`config.mk`:
```
export PLATFORM = sky130hd
export DESIGN_NAME = epv_unit
export DESIGN_NICKNAME = d
export VERILOG_FILES = /design/src/hw/epv_pkg.sv /design/src/hw/epv_sel_if.sv /design/src/hw/epv_arbiter.sv /design/src/hw/epv_vec_addr.sv /design/src/hw/epv_unit.sv
export VERILOG_INCLUDE_DIRS = /design/src /design/src/hw
export SDC_FILE = /design/constraint.sdc
export NUM_CORES = 1
export LEC_CHECK = 0
export BUFFER_PORTS_ARGS = -buffer_cell sky130_fd_sc_hd__clkbuf_2
export CORE_UTILIZATION = 30
export DETAILED_ROUTE_END_ITERATION = 12
export GPL_TIMING_DRIVEN = 0
export PLACE_DENSITY = 0.52
export SLEW_MARGIN = 10
export SYNTH_ARGS = -nofsm -noshare
export SYNTH_HDL_FRONTEND = slang
export SYNTH_SLANG_ARGS = --single-unit
export TNS_END_PERCENT = 5
```
`constraint.sdc`:
```
create_clock -name ref_clk -period 6.1 [get_ports ref_clk]
set_input_delay 0 -clock ref_clk [delete_from_list [all_inputs] [get_ports ref_clk]]
set_output_delay 0 -clock ref_clk [all_outputs]
set_load 0.1 [all_outputs]
```
`src/hw/epv_cfg.svh`:
```
// Constants of the exception priority and vector unit
`ifndef EPV_CFG_SVH
`define EPV_CFG_SVH
`define EPV_VEC_RESET   8'h00
`define EPV_VEC_ILLEGAL 8'h04
`define EPV_VEC_TRACE   8'h05
`define EPV_VEC_TRAP0   8'h08
`define EPV_VEC_CPU_AE  8'h0c
`define EPV_VEC_DMA_AE  8'h0d
`define EPV_VEC_SLEEP   8'h12
`define EPV_RSV_A_LO    8'h01
`define EPV_RSV_A_HI    8'h03
`define EPV_RSV_B       8'h06
`define EPV_RSV_C_LO    8'h0e
`define EPV_RSV_C_HI    8'h11
`define EPV_ICM_TRACE   2'h2
`define EPV_VBR_RESET   32'h00000000
`define EPV_ENTRY_SH    2
`endif

```
`src/hw/epv_pkg.sv`:
```
// Types and shared functions of the exception priority and vector unit
`include "epv_cfg.svh"
package epv_pkg;
  typedef enum logic [2:0]
  {
    ST_RESET = 3'b001,
    ST_RUN   = 3'b010,
    ST_FETCH = 3'b100
  } epv_state_e;

  typedef enum logic [2:0]
  {
    KIND_RESET     = 3'h0,
    KIND_ILLEGAL   = 3'h1,
    KIND_TRACE     = 3'h2,
    KIND_ADDR_ERR  = 3'h3,
    KIND_INTERRUPT = 3'h4,
    KIND_SLEEP     = 3'h5,
    KIND_TRAP      = 3'h6
  } epv_kind_e;

  function automatic logic isReservedVec(input logic [7:0] v);
    return (v >= `EPV_RSV_A_LO && v <= `EPV_RSV_A_HI) || (v == `EPV_RSV_B) ||
           (v >= `EPV_RSV_C_LO && v <= `EPV_RSV_C_HI);
  endfunction

  // Only the low 16 address bits carry the table offset
  function automatic logic [15:0] vecOffset(input logic [7:0] v);
    return 16'(v) << `EPV_ENTRY_SH;
  endfunction
endpackage

```
`src/hw/epv_sel_if.sv`:
```
// Request, grant and table address signals between the unit's modules
interface epv_sel_if #(parameter int ADDR_W = 32);
  import epv_pkg::*;
  logic              illegalReq;
  logic              traceReq;
  logic              cpuAeReq;
  logic              dmaAeReq;
  logic              intReq;
  logic              sleepReq;
  logic              trapReq;
  logic [1:0]        trapNum;
  logic [7:0]        intVec;
  logic              grantValid;
  epv_kind_e         grantKind;
  logic [7:0]        grantVec;
  logic [7:0]        curVec;
  logic [ADDR_W-1:0] vector_base_reg;
  logic [ADDR_W-1:0] tableAddr;

  modport ctrl (output illegalReq, traceReq, cpuAeReq, dmaAeReq, intReq, sleepReq, trapReq,
                output trapNum, intVec, curVec, vector_base_reg,
                input  grantValid, grantKind, grantVec, tableAddr);
  modport arb  (input  illegalReq, traceReq, cpuAeReq, dmaAeReq, intReq, sleepReq, trapReq,
                input  trapNum, intVec,
                output grantValid, grantKind, grantVec);
  modport addr (input  curVec, vector_base_reg,
                output tableAddr);
endinterface

```
`src/hw/epv_arbiter.sv`:
```
// Fixed-priority selection of the next exception and its vector number
`include "epv_cfg.svh"
module epv_arbiter
(
  epv_sel_if.arb sel
);
  import epv_pkg::*;

  always_comb
  begin
    sel.grantValid = 1'b1;
    sel.grantKind  = KIND_TRAP;
    sel.grantVec   = `EPV_VEC_TRAP0 + {6'h0, sel.trapNum};
    if (sel.illegalReq)
    begin
      sel.grantKind = KIND_ILLEGAL;
      sel.grantVec  = `EPV_VEC_ILLEGAL;
    end
    else if (sel.traceReq)
    begin
      sel.grantKind = KIND_TRACE;
      sel.grantVec  = `EPV_VEC_TRACE;
    end
    else if (sel.cpuAeReq)
    begin
      sel.grantKind = KIND_ADDR_ERR;
      sel.grantVec  = `EPV_VEC_CPU_AE;
    end
    else if (sel.dmaAeReq)
    begin
      sel.grantKind = KIND_ADDR_ERR;
      sel.grantVec  = `EPV_VEC_DMA_AE;
    end
    else if (sel.intReq)
    begin
      sel.grantKind = KIND_INTERRUPT;
      sel.grantVec  = sel.intVec;
    end
    else if (sel.sleepReq)
    begin
      sel.grantKind = KIND_SLEEP;
      sel.grantVec  = `EPV_VEC_SLEEP;
    end
    else if (!sel.trapReq)
    begin
      sel.grantValid = 1'b0;
    end
  end
endmodule

```
`src/hw/epv_vec_addr.sv`:
```
// Vector table address former
`include "epv_cfg.svh"
module epv_vec_addr #(parameter int ADDR_W = 32)
(
  epv_sel_if.addr sel
);
  import epv_pkg::*;

  logic              noBase;
  logic [ADDR_W-1:0] offset;

  // Reset and CPU address error must work before software sets the base
  assign noBase        = (sel.curVec == `EPV_VEC_RESET) || (sel.curVec == `EPV_VEC_CPU_AE);
  assign offset        = ADDR_W'(vecOffset(sel.curVec));
  assign sel.tableAddr = noBase ? offset : sel.vector_base_reg + offset;
endmodule

```
`src/hw/epv_unit.sv`:
```
// Exception acceptance, priority and vector fetch unit of the CPU
`include "epv_cfg.svh"
module epv_unit #(parameter int ADDR_W = 32)
(
  input  logic                ref_clk,
  input  logic                sys_rst,
  input  logic                clkEn,
  input  logic                externalInitPinN,
  input  logic                wdtOverflow,
  input  logic                instrDone,
  input  logic                lastInstrRte,
  input  logic                lastInstrNoIntSample,
  input  logic                undefOpcode,
  input  logic                addrErrCpu,
  input  logic                addrErrDma,
  input  logic                intReq,
  input  logic [7:0]          intVec,
  input  logic                trapExec,
  input  logic [1:0]          trapNum,
  input  logic                sleepExec,
  input  logic                softwareStandbySelect,
  input  logic                sleepExceptionEnable,
  input  logic                traceFlag,
  input  logic [1:0]          intCtrlMode,
  input  logic                vbrWrEn,
  input  logic [ADDR_W-1:0]   vbrWrData,
  input  logic                vecRdAck,
  input  logic [ADDR_W-1:0]   vecRdData,
  output logic [ADDR_W-1:0]   vectorBaseReg,
  output logic                vecRdReq,
  output logic [ADDR_W-1:0]   vecRdAddr,
  output logic                cpuHalt,
  output logic                excStart,
  output epv_pkg::epv_kind_e  excKind,
  output logic [7:0]          excVector,
  output logic                intAck,
  output logic                handlerValid,
  output logic [ADDR_W-1:0]   handlerAddr
);
  import epv_pkg::*;

  epv_sel_if #(.ADDR_W(ADDR_W)) sel ();

  epv_arbiter u_arb
  (
    .sel (sel)
  );

  epv_vec_addr #(.ADDR_W(ADDR_W)) u_addr
  (
    .sel (sel)
  );

  // ****************************************
  // Boundary and request conditions
  // ****************************************
  epv_state_e        state;
  epv_state_e        next_state;
  logic              pinPrev;
  logic              next_pinPrev;
  logic              lastWasReset;
  logic              next_lastWasReset;
  logic [ADDR_W-1:0] vector_base_reg;
  logic [ADDR_W-1:0] next_vbr;
  logic              next_vecRdReq;
  logic [ADDR_W-1:0] next_vecRdAddr;
  logic              next_excStart;
  epv_kind_e         next_excKind;
  logic [7:0]        next_excVector;
  logic              next_intAck;
  logic              next_handlerValid;
  logic [ADDR_W-1:0] next_handlerAddr;
  logic              illegalPend;
  logic              next_illegalPend;
  logic              cpuAePend;
  logic              next_cpuAePend;
  logic              dmaAePend;
  logic              next_dmaAePend;
  logic              sleepPend;
  logic              next_sleepPend;
  logic              trapPend;
  logic              next_trapPend;
  logic [1:0]        trapSel;
  logic [1:0]        next_trapSel;
  logic              pinLow;
  logic              resetStart;
  logic              excEnd;
  logic              accept;

  assign pinLow     = !externalInitPinN;
  assign resetStart = (!pinPrev && externalInitPinN) || (wdtOverflow && externalInitPinN);
  assign excEnd     = handlerValid;
  assign accept     = (state == ST_RUN) && sel.grantValid && !pinLow && !resetStart;

  assign sel.illegalReq = illegalPend;
  assign sel.traceReq   = traceFlag && (intCtrlMode == `EPV_ICM_TRACE) &&
                          ((instrDone && !lastInstrRte) || excEnd);
  assign sel.cpuAeReq   = cpuAePend && instrDone;
  assign sel.dmaAeReq   = dmaAePend && instrDone;
  // A reserved number from the interrupt side is never passed on
  assign sel.intReq     = intReq && !isReservedVec(intVec) && (instrDone || excEnd) &&
                          !(instrDone && lastInstrNoIntSample) &&
                          !(excEnd && lastWasReset);
  assign sel.sleepReq   = sleepPend;
  assign sel.trapReq    = trapPend;
  assign sel.trapNum    = trapSel;
  assign sel.intVec     = intVec;
  assign sel.curVec     = resetStart ? `EPV_VEC_RESET : sel.grantVec;
  assign sel.vector_base_reg        = vector_base_reg;

  assign cpuHalt       = (state == ST_RESET);
  assign vectorBaseReg = vector_base_reg;

  // ****************************************
  // Pending requests
  // ****************************************
  // A new event in the cycle of its own acceptance stays pending
  always_comb
  begin
    next_illegalPend = illegalPend;
    next_cpuAePend   = cpuAePend;
    next_dmaAePend   = dmaAePend;
    next_sleepPend   = sleepPend;
    next_trapPend    = trapPend;
    next_trapSel     = trapSel;
    if (pinLow || resetStart)
    begin
      next_illegalPend = 1'b0;
      next_cpuAePend   = 1'b0;
      next_dmaAePend   = 1'b0;
      next_sleepPend   = 1'b0;
      next_trapPend    = 1'b0;
    end
    else
    begin
      if (accept && sel.grantKind == KIND_ILLEGAL)
        next_illegalPend = 1'b0;
      if (accept && sel.grantKind == KIND_ADDR_ERR && sel.grantVec == `EPV_VEC_CPU_AE)
        next_cpuAePend = 1'b0;
      if (accept && sel.grantKind == KIND_ADDR_ERR && sel.grantVec == `EPV_VEC_DMA_AE)
        next_dmaAePend = 1'b0;
      if (accept && sel.grantKind == KIND_SLEEP)
        next_sleepPend = 1'b0;
      if (accept && sel.grantKind == KIND_TRAP)
        next_trapPend = 1'b0;
      if (undefOpcode)
        next_illegalPend = 1'b1;
      if (addrErrCpu)
        next_cpuAePend = 1'b1;
      if (addrErrDma)
        next_dmaAePend = 1'b1;
      if (sleepExec && !softwareStandbySelect && sleepExceptionEnable)
        next_sleepPend = 1'b1;
      if (trapExec)
      begin
        next_trapPend = 1'b1;
        next_trapSel  = trapNum;
      end
    end
  end

  always_ff @(posedge ref_clk)
  begin
    if (sys_rst)
    begin
      illegalPend <= 1'b0;
      cpuAePend   <= 1'b0;
      dmaAePend   <= 1'b0;
      sleepPend   <= 1'b0;
      trapPend    <= 1'b0;
      trapSel     <= 2'h0;
    end
    else if (clkEn)
    begin
      illegalPend <= next_illegalPend;
      cpuAePend   <= next_cpuAePend;
      dmaAePend   <= next_dmaAePend;
      sleepPend   <= next_sleepPend;
      trapPend    <= next_trapPend;
      trapSel     <= next_trapSel;
    end
  end

  // ****************************************
  // Acceptance and vector fetch control
  // ****************************************
  always_comb
  begin
    next_state        = state;
    next_pinPrev      = externalInitPinN;
    next_lastWasReset = lastWasReset;
    next_vbr          = vector_base_reg;
    next_vecRdReq     = vecRdReq;
    next_vecRdAddr    = vecRdAddr;
    next_excStart     = 1'b0;
    next_excKind      = excKind;
    next_excVector    = excVector;
    next_intAck       = 1'b0;
    next_handlerValid = 1'b0;
    next_handlerAddr  = handlerAddr;
    if (pinLow)
    begin
      next_state    = ST_RESET;
      next_vecRdReq = 1'b0;
    end
    else if (resetStart)
    begin
      next_state        = ST_FETCH;
      next_vbr          = ADDR_W'(`EPV_VBR_RESET);
      next_vecRdReq     = 1'b1;
      next_vecRdAddr    = sel.tableAddr;
      next_excStart     = 1'b1;
      next_excKind      = KIND_RESET;
      next_excVector    = `EPV_VEC_RESET;
      next_lastWasReset = 1'b1;
    end
    else
    begin
      case (state)
        ST_RESET:
          next_state = ST_RESET;
        ST_RUN:
        begin
          if (vbrWrEn)
            next_vbr = vbrWrData;
          if (accept)
          begin
            next_state        = ST_FETCH;
            next_vecRdReq     = 1'b1;
            next_vecRdAddr    = sel.tableAddr;
            next_excStart     = 1'b1;
            next_excKind      = sel.grantKind;
            next_excVector    = sel.grantVec;
            next_intAck       = (sel.grantKind == KIND_INTERRUPT);
            next_lastWasReset = 1'b0;
          end
        end
        ST_FETCH:
        begin
          // Requests arriving meanwhile wait until the handler address is in
          if (vecRdAck)
          begin
            next_state        = ST_RUN;
            next_vecRdReq     = 1'b0;
            next_handlerAddr  = vecRdData;
            next_handlerValid = 1'b1;
          end
        end
        default:
          next_state = ST_RESET;
      endcase
    end
  end

  always_ff @(posedge ref_clk)
  begin
    if (sys_rst)
    begin
      state        <= ST_RESET;
      pinPrev      <= 1'b0;
      lastWasReset <= 1'b0;
      vector_base_reg          <= ADDR_W'(`EPV_VBR_RESET);
      vecRdReq     <= 1'b0;
      vecRdAddr    <= '0;
      excStart     <= 1'b0;
      excKind      <= KIND_RESET;
      excVector    <= 8'h00;
      intAck       <= 1'b0;
      handlerValid <= 1'b0;
      handlerAddr  <= '0;
    end
    else if (clkEn)
    begin
      state        <= next_state;
      pinPrev      <= next_pinPrev;
      lastWasReset <= next_lastWasReset;
      vector_base_reg          <= next_vbr;
      vecRdReq     <= next_vecRdReq;
      vecRdAddr    <= next_vecRdAddr;
      excStart     <= next_excStart;
      excKind      <= next_excKind;
      excVector    <= next_excVector;
      intAck       <= next_intAck;
      handlerValid <= next_handlerValid;
      handlerAddr  <= next_handlerAddr;
    end
  end

  // ****************************************
  // Checks
  // ****************************************
  a_pin_low_halts: assert property (@(posedge ref_clk) disable iff (sys_rst)
    clkEn && pinLow |=> cpuHalt && !excStart)
    else $error("init pin low did not hold reset");
  a_rise_starts_reset: assert property (@(posedge ref_clk) disable iff (sys_rst)
    clkEn && resetStart |=> excStart && excKind == KIND_RESET && vecRdReq)
    else $error("reset handling did not start");
  a_vbr_cleared: assert property (@(posedge ref_clk) disable iff (sys_rst)
    clkEn && resetStart |=> vectorBaseReg == '0)
    else $error("vector base not cleared by reset");
  a_nobase_addr: assert property (@(posedge ref_clk) disable iff (sys_rst)
    excStart && (excVector == `EPV_VEC_RESET || excVector == `EPV_VEC_CPU_AE)
      |-> vecRdAddr == ADDR_W'(vecOffset(excVector)))
    else $error("base added to reset or address error vector");
  a_no_reserved: assert property (@(posedge ref_clk) disable iff (sys_rst)
    excStart |-> !isReservedVec(excVector))
    else $error("reserved vector issued");
  a_trace_mode: assert property (@(posedge ref_clk) disable iff (sys_rst)
    excStart && excKind == KIND_TRACE && $past(clkEn) |-> $past(intCtrlMode) == `EPV_ICM_TRACE)
    else $error("trace taken outside mode 2");
  a_no_trace_rte: assert property (@(posedge ref_clk) disable iff (sys_rst)
    clkEn && instrDone && lastInstrRte && !excEnd |=> !(excStart && excKind == KIND_TRACE))
    else $error("trace after return from exception");
  a_int_blocked: assert property (@(posedge ref_clk) disable iff (sys_rst)
    clkEn && ((instrDone && lastInstrNoIntSample) || (excEnd && lastWasReset)) |=> !intAck)
    else $error("interrupt sampled where forbidden");
  a_illegal_first: assert property (@(posedge ref_clk) disable iff (sys_rst)
    clkEn && state == ST_RUN && illegalPend && !pinLow && !resetStart
      |=> excStart && excKind == KIND_ILLEGAL)
    else $error("illegal instruction lost priority");
  a_fetch_done: assert property (@(posedge ref_clk) disable iff (sys_rst)
    clkEn && state == ST_FETCH && vecRdAck && !pinLow && !resetStart
      |=> handlerValid && handlerAddr == $past(vecRdData) && !vecRdReq)
    else $error("handler address not taken from table");
endmodule

```
-- Yosys cells after proc, flatten, opt, wreduce, memory -nomap -nowiden
Cells that the tools add are included.
- bits in registers: 123
- bits in latches: 0
- bits in writable memories: 0
- memory bits (read-only): 0
- input port bits: 95
- output and inout bits: 112
- memories kept: 0
- add/subtract/negate cells: 2
- multiply operators: 0
- div/mod/pow operators: 0
- $lt $le $gt $ge: 4
- equality and inequality tests: 16
- shift operators: 0
- muxes and demuxes: 73
- bitwise gates (word level): 2
- reductions and logical operators: 61
- operator list (kind ; count):
    2-to-1 mux 32 bit ; 7
    2-to-1 mux 8 bit ; 10
    2-to-1 mux 1 bit ; 41
    2-to-1 mux 3 bit ; 12
    adder 32 x 10 -> 32 bit ; 1
    logical AND 1 bit ; 26
    == test 8 x 4 -> 1 bit, second input constant ; 3
    nonzero test 3 bit ; 5
    == test 3 bit, second input constant ; 4
    AND reduction 4 bit ; 3
    AND reduction 2 bit ; 5
    == test 8 x 3 -> 1 bit, second input constant ; 1
    >= comparator 8 x 1 -> 1 bit, second input constant ; 1
    >= comparator 8 x 4 -> 1 bit, second input constant ; 1
    <= comparator 8 x 2 -> 1 bit, second input constant ; 1
    <= comparator 8 x 5 -> 1 bit, second input constant ; 1
    zero test 1 bit ; 8
    zero test 8 bit ; 1
    inequality test 4 bit, second input constant ; 2
    logical OR 1 bit ; 7
    == test 3 x 1 -> 1 bit, second input constant ; 2
    == test 3 x 2 -> 1 bit, second input constant ; 2
    case mux 3 bit (2 select lines) ; 1
    AND reduction 3 bit ; 2
    8 further kinds ; 11

-- Logic depth before layout (Yosys ltp)
Gate-level depths: netlist of the first run.
- depth in word-level cells: 22
- depth in mapped cells: 16

-- Hierarchy
From an unflattened synthesis of the first run, not the netlist that was laid out.
- cell total of the unflattened synthesis: 790
- area total of the unflattened synthesis: 6414.9 sq um
- modules (own cells, without submodules) (module ; instances ; cells each ; area each (sq um)):
    epv_unit ; 1 ; 582 ; 5007.3
    epv_vec_addr ; 1 ; 180 ; 1234.9
    epv_arbiter ; 1 ; 28 ; 172.7

-- Least setup slack after synthesis of the first run
OpenSTA, ideal clock, no wires.
- kind: register to register
- start: register handlerValid
- end: register vecRdAddr[10]
- arrival time: 3.892 ns
- slack: 2.137 ns
- cell stages (with the launch flop): 17
- buffers on the path: 2
- path through: dfxtp_1 > a22oi_1 > o211a_1 > buf_2 > mux2i_1 > nand4_1 > a211oi_1 > ha_1 > fa_1 > a211oi_1 > nor2_1 > o31ai_1 > a21o_1 > clkbuf_1 > xnor2_1 > o211ai_1 > a21oi_1
- longest elaborated chain between the ends: 16
- elaborated cells between the ends (all ways): 32
- ends and longest elaborated chain (element ; line ; source):
    start, declared ; epv_unit.sv:37 ; output logic handlerValid,
    start signal, assigned ; epv_unit.sv:284 ; handlerValid <= next_handlerValid;
    logical OR 1 bit ; epv_unit.sv:101 ; assign sel.intReq = intReq && !isReservedVec(intVec) && (instrDone || excEnd) &&
    logical AND 1 bit (2 in a row) ; epv_unit.sv:101 ;
    logical AND 1 bit ; epv_unit.sv:102 ; !(instrDone && lastInstrNoIntSample) &&
    2-to-1 mux 8 bit ; epv_arbiter.sv:34 ; else if (sel.intReq)
    2-to-1 mux 8 bit ; epv_arbiter.sv:29 ; else if (sel.dmaAeReq)
    2-to-1 mux 8 bit ; epv_arbiter.sv:24 ; else if (sel.cpuAeReq)
    2-to-1 mux 8 bit * ; epv_arbiter.sv:19 ; else if (sel.traceReq)
    2-to-1 mux 8 bit * ; epv_arbiter.sv:14 ; if (sel.illegalReq)
    2-to-1 mux 8 bit * ; epv_unit.sv:108 ; assign sel.curVec = resetStart ? `EPV_VEC_RESET : sel.grantVec;
    net sel.curVec[0] ; epv_sel_if.sv:16 ; logic [7:0] curVec;
    parallel branches: the longest is 2 deep, another holds adder 32 x 10 -> 32 bit ; - ;
    2-to-1 mux 32 bit * ; epv_vec_addr.sv:15 ; assign sel.tableAddr = noBase ? offset : sel.vector_base_reg + offset;
    2-to-1 mux 32 bit ; epv_unit.sv:226 ; if (accept)
    2-to-1 mux 32 bit ; epv_unit.sv:219 ; case (state)
    2-to-1 mux 32 bit * ; epv_unit.sv:206 ; else if (resetStart)
    end signal, assigned ; epv_unit.sv:279 ; vecRdAddr <= next_vecRdAddr;
    end, declared ; epv_unit.sv:31 ; output logic [ADDR_W-1:0] vecRdAddr,
Mark *: on every way through the listed nets, which the timed path passes. The select of a mux whose other input is x is not followed.
A chain may end at the register's enable or synchronous reset.

-- Final worst setup path of the first run
- start: register sleepPend, in the netlist sel.sleepReq
- end: register vecRdAddr[10]
- longest elaborated chain between the ends: 13
- elaborated cells between the ends (all ways): 26
- ends and longest elaborated chain (element ; line ; source):
    start, declared ; epv_unit.sv:79 ; logic sleepPend;
    start signal, assigned ; epv_unit.sv:178 ; sleepPend <= next_sleepPend;
    2-to-1 mux 8 bit * ; epv_arbiter.sv:39 ; else if (sel.sleepReq)
    2-to-1 mux 8 bit * ; epv_arbiter.sv:34 ;
    2-to-1 mux 8 bit * ; epv_arbiter.sv:29 ;
    2-to-1 mux 8 bit * ; epv_arbiter.sv:24 ;
    2-to-1 mux 8 bit * ; epv_arbiter.sv:19 ;
    2-to-1 mux 8 bit * ; epv_arbiter.sv:14 ;
    2-to-1 mux 8 bit * ; epv_unit.sv:108 ;
    net sel.curVec[0] ; epv_sel_if.sv:16 ;
    parallel branches: the longest is 2 deep, another holds adder 32 x 10 -> 32 bit ; - ;
    2-to-1 mux 32 bit * ; epv_vec_addr.sv:15 ;
    2-to-1 mux 32 bit ; epv_unit.sv:226 ;
    2-to-1 mux 32 bit ; epv_unit.sv:219 ;
    2-to-1 mux 32 bit * ; epv_unit.sv:206 ;
Marks and branches as above.

==> out/results.ini, run 1 <==
[critical_path]
path_class=reg -> reg
crit_path_max_fanout=10
max_stage_delay_ns=0.49
r2r_setup_slack_ns=1.94
r2r-start=sel.sleepReq$_SDFFE_PP0P_
cp-end-kind=flop
path_common_cell=a211oi_1
path_buf_inv=2
critPathTopFamily=compound AO/OA/AOI/OAI gates
cp_slowest_cell=clkbuf_1
startpoint=sel.sleepReq$_SDFFE_PP0P_
crit_chain=inv_1 > a21boi_1 > or3b_1 > nand4_1 > a211oi_1 > ha_1 > fa_1 > a211oi_1 > nor2_1 > o31ai_1 > a21o_1 > clkbuf_1 > xnor2_1 > o211ai_1 > a21oi_1
start_kind=flop
required_ns=6.44
r2r_end=vecRdAddr[10]$_SDFFE_PP0P_
crit_arrival_ns=4.50
worstRegToRegCells=15

[cells_and_area]
nNetsFinal=1111
multi_input_area_sq_um=2990
fill_cells=1862
n_antenna_cell=0
regArea_sq_um=2460
areaGrowthSynthToFinish_pct=47.7
drive_above_1_share_pct=25.4

[route]
vias=6073
antenna_left=0
wl_per_cell_um=15.3
drc_errors=0
drt_iter0_drc=328
routed_wl_um=19100
first_pass_iters=5
viasPerCell=4.87

[sta]
fin_ws_ns=1.94
slew_headroom_pct=46.2
rsz0062_at_grt=no
fmax_mhz=241
worstMarginPinSlew_ns=0.806
hold_ws_ns=0.0679
period_share_pct=68.1
maxSlewViolCount=0
clock_skew_ns=0.0191
setup_viol=0
tns_ns=0
fin_crit_ns=4.16
finalHoldViolations=0

[clock_network]
clock-root-buffer=clkbuf_16
h-tree-depth=4
cts_buffers=17
cts_setup_buffers=0
cts_tree=done
clk-insertion-delay-late_ns=0.42
path_clk_slew_ns=0.06
cts.sinks=123
cts_buffer_depth=2

[grt]
grt_max_degree=17
grt_usage_pct=20.2
grt_pass1_wl_um=31000
grt_pass1_vias=5843
antenna_found_initial=0
grt_remaining_overflow=0

[synthesis]
yosysWarnings=0
syn_area_sq_um=5660
synthCells=703
synth-async-reset-ratio_pct=0
synth-seq-cells=123
avgSynthCellArea_sq_um=8.05
synth.distinct_cells=62
ys.flop_type=dfxtp_1
yosysSeqAreaShare_pct=43.5
syn_nets=807
synth_edf_count=0

[floorplanning]
ios=207
dieArea_sq_um=19400
die_w_um=139
rows=49
die_h_um=139
core_area_sq_um=18200
start_util_pct=31.1

[worst_hold_path]
worstHoldEndpoint=excVector[7]$_SDFFE_PP0P_
hp-class=in -> reg
hp-start=intVec[7]
whs_path_depth=4

[run]
max-cap-violations=0

[run_status]
status=finished, final reports clean

[power]
leakage_uw=0.00346
power_density_nw_per_um2=254
p_total_uw=2120
ir_drop_mv=0.196

[placement]
dp.final_hpwl_um=13900
io_buffers=205
place_ws_ns=1.99
place_congestion=0.787

per-layer routing:
layer | vias up | global-route usage, % | routed length [um]
li1 | 3065 | - | -
met1 | 2823 | 25.3 | 8760
met2 | 171 | 33.3 | 8910
met3 | 14 | 6.06 | 1190
met4 | 0 | 6.49 | 265
met5 | - | 0 | 0
cells in the mapped netlist (2+ instances only):
master    count  area, sq um
nand4_1       6         37.5
nand2_1     160          601
xor2_1        6         52.6
and3_1        8         50.1
nor2_1       29          109
o211ai_1      9         67.6
o21ai_1       5         25.0
o21ai_0      28          140
xnor2_1      19          166
or3b_1        2         17.5
inv_1         5         18.8
a211oi_1      7         52.6
a22o_1        2         17.5
a211o_1       3         26.3
nor3_1       11         55.1
nand3_1      45          225
a21oi_1      97          485
o21ai_2       2         17.5
and4_1        2         17.5
nor3b_1       9         67.6
a311oi_1      2         17.5
nand3b_1      2         15.0
mux2i_1       6         60.1
and2_1        6         37.5
clkbuf_1     32          120
nor2b_1       5         31.3
a22oi_1       4         30.0
buf_6         2         22.5
dfxtp_1     123         2460
buf_4         3         22.5
o31ai_1       2         15.0
o211a_1       2         20.0
buf_2         5         25.0
o21a_1        6         45.0
nand2b_1      6         37.5
ha_1          8          100
a21o_1        4         30.0
o221ai_1      2         17.5
or2b_1        2         15.0
or3_1         4         25.0
final cells by class:
cell class | count | area share (%)
Clock buffer | 23 | 5.96
Buffer | 42 | 2.27
Sequential cell | 123 | 29.5
Tap cell | 229 | 3.43
Clock inverter | 7 | 1.06
Multi-Input combinational cell | 533 | 35.8
Timing Repair Buffer | 285 | 21.8
Inverter | 5 | 0.224
cells by family (layout without fill, tap and decap cells):
group / count (synthesis) / count (layout) / share of synthesized area [%]
adders and majority gates: 9 / 9 / 2.12
AOI/OAI and AO/OA: 187 / 187 / 20.4
buffers and inverters: 47 / 362 / 3.69
DFF: 123 / 123 / 43.5
muxes: 6 / 6 / 1.06
xor gates and xnor gates: 25 / 25 / 3.87
and+or+nand+nor: 306 / 306 / 25.3
where the power goes:
| group | total [uW] | switching (uW) | internal (uW) |
|---|---|---|---|
| Sequential | 830 | 13.5 | 817 |
| Clock | 1010 | 363 | 649 |
| Combinational | 282 | 185 | 96.5 |
| Total | 2120 | 562 | 1560 |
stage by stage:
stage | utilization [%] | instance area (sq um) | instances
after CTS | 45.9 | 8360 | 1247
after detailed placement | 38.3 | 6970 | 1137
after global routing | 45.9 | 8360 | 1247
final | 45.9 | 8360 | 1247
after floorplan | - | 5660 | 703
after global placement | 38.3 | 6970 | 1137
how the worst max path moves through the flow:
stage / end / cells after the start
global route: vecRdAddr[10]$_SDFFE_PP0P_ / 15
floorplan: vecRdAddr[10]$_SDFFE_PP0P_ / 16
CTS: vecRdAddr[10]$_SDFFE_PP0P_ / 15
global placement: vecRdAddr[10]$_SDFFE_PP0P_ / 15
finish: vecRdAddr[10]$_SDFFE_PP0P_ / 15
detailed placement: vecRdAddr[10]$_SDFFE_PP0P_ / 15
cell usage in the layout (no fill, tap or decap), types with 6 or more instances in the layout:
| cell type | n |
|---|---|
| nand2_1 | 160 |
| nor3b_1 | 9 |
| nand2b_1 | 6 |
| and3_1 | 8 |
| nor2_1 | 29 |
| mux2i_1 | 6 |
| and2_1 | 6 |
| o211ai_1 | 9 |
| ha_1 | 8 |
| nand4_1 | 6 |
| xor2_1 | 6 |
| a211oi_1 | 7 |
| dfxtp_1 | 123 |
| nor3_1 | 11 |
| o21a_1 | 6 |
| nand3_1 | 45 |
| clkbuf_2 | 205 |
| xnor2_1 | 19 |
| a21oi_1 | 97 |
| clkbuf_1 | 33 |
| dlygate4sd3_1 | 80 |
| o21ai_0 | 28 |
| clkbuf_16 | 17 |
worst min-delay path, cell delays in order:
cell and delay, ns:
clkbuf_2 0.11, and2_1 0.18, mux2i_1 0.08, nor2_1 0.07
registers in the layout, summed over array words and instances (netlist names):
| signal | flops |
|---|---|
| handlerValid | 1 |
| lastWasReset | 1 |
| sel.trapReq | 1 |
| illegalPend | 1 |
| vectorBaseReg | 32 |
| intAck | 1 |
| vecRdAddr | 32 |
| pinPrev | 1 |
| sel.sleepReq | 1 |
| excVector | 8 |
| excKind | 3 |
| cpuAePend | 1 |
| dmaAePend | 1 |
| state | 3 |
| sel.trapNum | 2 |
| handlerAddr | 32 |
| excStart | 1 |
| vecRdReq | 1 |
repair_timing:
action,CTS,global route
gates resized for setup,0,0
hold buffers,80,0
hold endpoints to repair,76,0
Power figures use the tool's default switching activity.
==> run 2: changes to the inputs <==
Settings changed: ABC_AREA set to 1, PLACE_DENSITY 0.52 to 0.51.
Clock period 6.1 ns to 4.07 ns, I/O delays scaled along.
==> out/results.ini, run 2 <==
[floorplanning]
die_w_um=145  ; +3.9%
dieArea_sq_um=21000  ; +7.9%
die_h_um=145  ; +3.9%
ios=207  ; unchanged
core_area_sq_um=19700  ; +8.3%
rows=51  ; +4.1%
start_util_pct=31.0  ; -0.082 points

[grt]
grt_pass1_vias=6204  ; +6.2%
grt_remaining_overflow=0  ; unchanged
grt_pass1_wl_um=33300  ; +7.5%
antenna_found_initial=0  ; unchanged
grt_max_degree=17  ; unchanged
grt_usage_pct=21.2  ; +0.92 points

[sta]
rsz0062_at_grt=no
maxSlewViolCount=0  ; unchanged
fin_crit_ns=3.48  ; -0.678 ns
fmax_mhz=288  ; +20%
period_share_pct=85.4  ; +17 points
worstMarginPinSlew_ns=0.700  ; -0.106 ns
slew_headroom_pct=53.4  ; +7.2 points
clock_skew_ns=0.00998  ; -0.00908 ns
setup_viol=0  ; unchanged
tns_ns=0  ; unchanged
finalHoldViolations=0  ; unchanged

[synthesis]
synth-seq-cells=123  ; unchanged
avgSynthCellArea_sq_um=7.10  ; -12%
yosysTopAreaCellShare_pct=40.3  ; -3.2 points
synth.area.top_cells=dfxtp_1 (40%), nand2_1 (10%), a21oi_1 (7.4%)
synth_top_cell_by_area=dfxtp_1
synth.most_common_cell=nand2_1
ys.flop_type=dfxtp_1
syn_area_sq_um=6110  ; +8.0%
yosysSeqAreaShare_pct=40.3  ; -3.2 points
yosysWarnings=0  ; unchanged
synth-async-reset-ratio_pct=0  ; unchanged
synth.distinct_cells=35  ; -44%
synthCells=861  ; +22%
yosys-top-cells-count=nand2_1 (171), dfxtp_1 (123), nor2_1 (110)
syn_nets=965  ; +20%
synth_edf_count=0  ; unchanged

[critical_path]
crit_arrival_ns=3.83  ; -0.67 ns
critPathTopFamily=simple AND/OR/NAND/NOR gates
crit_chain=nand2_1 > nand3_1 > a21oi_4 > nand3_1 > nand3_1 > nand2_1 > nand2_2 > nand2_2 > nor2_1 > ha_1 > fa_1 > nand3_1 > nand2_1 > nand2_1 > nand2_1 > nand2_1 > nor3_1 > nand2_1 > xor2_1 > nand4_1 > a21oi_1
r2r-start=handlerValid$_SDFFE_PP0P_
worstRegToRegCells=21  ; +6
crit_path_max_fanout=6  ; -4
max_stage_delay_ns=0.35  ; -0.14 ns
start_kind=flop
r2r_setup_slack_ns=0.59  ; -1.35 ns
path_buf_inv=0  ; -2
path_common_cell=nand2_1
cp-end-kind=flop
path_class=reg -> reg
r2r_end=vecRdAddr[30]$_SDFFE_PP0P_
required_ns=4.42  ; -2.02 ns
cp_slowest_cell=dfxtp_1

[run_status]
status=finished, final reports clean

[route]
drt_iter0_drc=390  ; +19%
routed_wl_um=22000  ; +15%
vias=6720  ; +11%
first_pass_iters=7  ; +2
viasPerCell=4.67  ; -4.2%
antenna_left=0  ; unchanged
drc_errors=0  ; unchanged
wl_per_cell_um=15.3  ; -0.27%

[worst_hold_path]
hp-start=intVec[5]
worstHoldEndpoint=excVector[5]$_SDFFE_PP0P_
whs_path_depth=5  ; +1
hp-class=in -> reg

[clock_network]
clk-insertion-delay-late_ns=0.42  ; about the same
cts_buffer_depth=2  ; unchanged
path_clk_slew_ns=0.06  ; about the same
cts_setup_buffers=0  ; unchanged
cts_tree=done
cts.sinks=123  ; unchanged
cts_resized=0  ; unchanged
cts_buffers=17  ; unchanged
clock-root-buffer=clkbuf_16
holdBufCountCts=78  ; -2.5%
h-tree-depth=4  ; unchanged

[placement]
place_congestion=0.845  ; +7.3%
io_buffers=204  ; -0.49%
dp.final_hpwl_um=16700  ; +20%
placed_area_sq_um=7470  ; +7.1%

[power]
ir_drop_mv=0.257  ; +31%
power_density_nw_per_um2=385  ; +52%
leakage_uw=0.00401  ; +16%

[cells_and_area]
nNetsFinal=1266  ; +14%
layout_common_cells=clkbuf_2 (204), nand2_1 (171), dfxtp_1 (123)
n_antenna_cell=0  ; unchanged
drive_above_1_share_pct=24.3  ; -1.1 points
final_common_cell=clkbuf_2
final_area_sq_um=8870  ; +6.1%
areaGrowthSynthToFinish_pct=45.1

[run]
max-cap-violations=0  ; unchanged

-- run 2: changes by cell type in the layout (fill, tap and decap cells not counted), sizes merged, moves of 11 or more --
cell and change:
xor2 +19, o21ai +18, buf +11, clkbuf -12, nand4 +28, nor2 +84, inv +72, xnor2 -19
nand3b +19, nand2 +19
-- run 2: area by class of cell --
cell class | count | area, sq um
fillers | 2041 | 10800
multi-input cells | 616 | 3140
flip-flops and latches | 123 | 2460
repair buffers | 282 | 1800
clock buffers | 18 | 429
well taps | 265 | 332
inverters | 75 | 282
plain buffers | 47 | 233
clock inverters | 14 | 193
-- run 2: power by group --
group / internal, uW / switching [uW] / total, uW / leakage, uW
Combinational: 164 / 372 / 536 / 0.00272
Clock: 1030 / 596 / 1620 / 0.000297
Sequential: 1230 / 25.4 / 1260 / 0.000996
Total: 2420 / 994 / 3410 / 0.00401
-- run 2: worst max-delay path by stage --
stage	end	cells after the start	slack [ns]	startpoint
6_report	vecRdAddr[30]$_SDFFE_PP0P_	21	0.59	handlerValid$_SDFFE_PP0P_
5_1_grt	vecRdAddr[30]$_SDFFE_PP0P_	21	0.29	handlerValid$_SDFFE_PP0P_
4_1_cts	vecRdAddr[30]$_SDFFE_PP0P_	21	0.58	handlerValid$_SDFFE_PP0P_
3_5_place_dp	vecRdAddr[30]$_SDFFE_PP0P_	21	0.63	handlerValid$_SDFFE_PP0P_
3_3_place_gp	vecRdAddr[30]$_SDFFE_PP0P_	21	0.61	handlerValid$_SDFFE_PP0P_
2_1_floorplan	vecRdAddr[30]$_SDFFE_PP0P_	21	0.55	handlerValid$_SDFFE_PP0P_
-- run 2: per-layer routing --
layer	global-route usage [%]	wire, um
met1	28.2	10700
met2	34.5	9870
met3	4.48	1180
met4	5.60	242
met5	0	0
-- run 2: cell families (layout without fill, tap and decap cells) --
logic type | after synthesis | count (layout) | share of synthesized area (%)
buffers and inverters | 122 | 436 | 8.41
flip-flops | 123 | 123 | 40.3
XOR/XNOR | 25 | 25 | 3.58
adder cells (fa/ha/maj) | 9 | 9 | 1.96
AO/OA/AOI/OAI | 163 | 163 | 14.6
AND/OR/NAND/NOR | 419 | 419 | 31.2
-- run 2: worst register-to-register path, delay by kind of cell (launching register included) --
kind | cells | cell delay [ns]
compound gates | 2 | 0.37
flops | 1 | 0.35
fa+ha+maj | 2 | 0.48
xor+xnor | 1 | 0.21
simple gates | 16 | 2.00
-- run 2: stage by stage --
stage | cells | total power (uW) | util, % | setup WS (ns) | hold slack [ns]
2_1_floorplan | 861 | 1620 | - | 0.548 | 0.148
5_1_grt | 1440 | 3530 | 45.0 | 0.289 | 0.0479
3_3_place_gp | 1330 | 1760 | 37.9 | 0.606 | 0.252
3_5_place_dp | 1330 | 1760 | 37.9 | 0.628 | 0.256
4_1_cts | 1440 | 3430 | 45.0 | 0.584 | 0.00594
6_report | 1440 | 3410 | 45.0 | 0.593 | 0.0134
==> run 3: changes to the inputs <==
Settings changed: CELL_PAD_IN_SITES_DETAIL_PLACEMENT set to 1, CELL_PAD_IN_SITES_GLOBAL_PLACEMENT set to 1, GPL_TIMING_DRIVEN 0 to not set, PLACE_DENSITY 0.51 to 0.69.
==> out/results.ini, run 3 (synthesized netlist as in run 2, its figures left out) <==
[run_status]
status=finished, final reports clean

[critical_path]
cp-end-kind=flop
crit_path_max_fanout=6  ; unchanged
required_ns=4.41  ; about the same
start_kind=flop
path_class=reg -> reg
crit_arrival_ns=3.55  ; -0.28 ns

[clock_network]
clk-insertion-delay-late_ns=0.42  ; about the same
cts_buffer_depth=2  ; unchanged
path_clk_slew_ns=0.06  ; about the same
cts_resized=0  ; unchanged
clock-root-buffer=clkbuf_16
cts.sinks=123  ; unchanged
cts_buffers=17  ; unchanged
h-tree-depth=4  ; unchanged
cts_tree=done

[route]
routed_wl_um=23000  ; +4.3%
wirelength_met1_um=10900  ; +1.2%
first_pass_iters=5  ; -2
met3WireLength_um=1080  ; -8.0%
wl_per_cell_um=16.4  ; +7.2%
drc_errors=0  ; unchanged
antenna_left=0  ; unchanged
dr_wl_met2_um=10700  ; +8.5%
drt_iter0_drc=245  ; -37%
vias=6756  ; +0.54%
viasPerCell=4.83  ; +3.4%
top_layer_used=met4

[sta]
fin_ws_ns=0.856  ; +0.263 ns
slew_headroom_pct=25.1  ; -28 points
setup_viol=0  ; unchanged
finalHoldViolations=0  ; unchanged
period_share_pct=79.0  ; -6.5 points
tns_ns=0  ; unchanged
fin_crit_ns=3.21  ; -0.263 ns
rsz0062_at_grt=no
maxSlewViolCount=0  ; unchanged
fmax_mhz=311  ; +8.2%
clock_skew_ns=0.00743  ; -0.00256 ns
worstMarginPinSlew_ns=1.12  ; +0.423 ns

[cells_and_area]
nNetsFinal=1226  ; -3.2%
layout_common_cells=clkbuf_2 (206), nand2_1 (171), dfxtp_1 (123)
areaGrowthSynthToFinish_pct=41.3
drive_above_1_share_pct=24.1  ; -0.20 points
n_antenna_cell=0  ; unchanged
final_common_cell=clkbuf_2

[worst_hold_path]
hp-class=in -> reg

[grt]
grt_pass1_wl_um=35400  ; +6.3%
grt_remaining_overflow=0  ; unchanged
antenna_found_initial=0  ; unchanged
grt_max_degree=81  ; +64
grt_usage_pct=22.2  ; +1.0 points
grt_pass1_vias=6625  ; +6.8%

[placement]
place_ws_ns=0.866  ; +0.238 ns
dp.final_hpwl_um=15800  ; -5.4%
place_congestion=0.851  ; +0.66%
io_buffers=206  ; +0.98%

[floorplanning]
die_w_um=145  ; unchanged
dieArea_sq_um=21000  ; unchanged
core_area_sq_um=19700  ; unchanged
die_h_um=145  ; unchanged
rows=51  ; unchanged
start_util_pct=31.0  ; unchanged
ios=207  ; unchanged

[power]
power_density_nw_per_um2=375  ; -2.6%
leakage_uw=0.00390  ; -2.7%
ir_drop_mv=0.243  ; -5.4%

[run]
max-cap-violations=0  ; unchanged

[run 3: cell types whose count changed in the layout (fill, tap and decap cells not counted), moves of 2 or more]
cell       previous run  this run
clkbuf_8              0         3
buf_6                 5         0
bufinv_16             4         1
buf_2                15         0
buf_4                 0         5
clkbuf_2            204       206
clkbuf_1             27         2
[run 3: metrics by stage]
| step | utilization, % | cell area [sq um] | cells | power [uW] | hold slack (ns) |
|---|---|---|---|---|---|
| after floorplan | - | 6110 | 861 | 1620 | 0.148 |
| after global placement | 37.0 | 7300 | 1291 | 1740 | 0.250 |
| after detailed placement | 37.0 | 7300 | 1291 | 1740 | 0.258 |
| after CTS | 43.8 | 8640 | 1400 | 3270 | 0.000358 |
| after global routing | 43.8 | 8640 | 1400 | 3370 | 0.0469 |
| final | 43.8 | 8640 | 1400 | 3240 | 0.00610 |
[run 3: area by class of cell]
class / count / area (sq um)
repair buffers: 289 / 1860
fillers: 2483 / 11100
clock inverters: 10 / 91.3
clock buffers: 22 / 474
well taps: 265 / 332
flip-flops and latches: 123 / 2460
multi-input cells: 616 / 3140
inverters: 75 / 282
[run 3: path summary, 6_finish.rpt]
kind	startpoint	endpoint	slack, ns	cells after the start
setup / recovery	handlerValid$_SDFFE_PP0P_	vecRdAddr[30]$_SDFFE_PP0P_	0.86	21
hold / removal	wdtOverflow	state[0]$_SDFFE_PP1P_	0.006	4
setup reg to reg	handlerValid$_SDFFE_PP0P_	vecRdAddr[30]$_SDFFE_PP0P_	0.86	21
hold reg to reg	vecRdAddr[0]$_SDFFE_PP0P_	vecRdAddr[0]$_SDFFE_PP0P_	0.47	2
[run 3: repair_timing]
| action | 4_1_cts | 5_1_grt |
|---|---|---|
| endpoints found under the hold margin | 74 | 0 |
| endpoints found under the setup margin | 0 | 0 |
| hold buffers | 77 | 0 |
| buffers inserted | 0 | 0 |
[run 3: worst max-delay path: stages (launching register included)]
cell	delay, ns
dfxtp_1	0.33
nand2_1	0.07
nand3_1	0.10
a21oi_4	0.22
nand3_1	0.11
nand3_1	0.09
nand2_1	0.06
nand2_2	0.08
nand2_2	0.07
nor2_1	0.16
ha_1	0.22
fa_1	0.22
nand3_1	0.09
nand2_1	0.11
nand2_1	0.05
nand2_1	0.20
nand2_1	0.16
nor3_1	0.27
nand2_1	0.11
xor2_1	0.15
nand4_1	0.11
a21oi_1	0.16
[run 3: power by group]
| part | total [uW] | leakage, uW | switching [uW] | internal [uW] |
|---|---|---|---|---|
| clock | 1460 | 0.000276 | 575 | 887 |
| sequential | 1260 | 0.000996 | 26.5 | 1230 |
| combinational | 519 | 0.00263 | 367 | 153 |
| total | 3240 | 0.00390 | 968 | 2270 |
[run 3: metal layers]
layer / vias to the layer above / track usage, %
met2: 193 / 37.6
li1: 3372 / -
met4: 0 / 7.37
met5: - / 0
met3: 20 / 3.82
met1: 3171 / 28.4
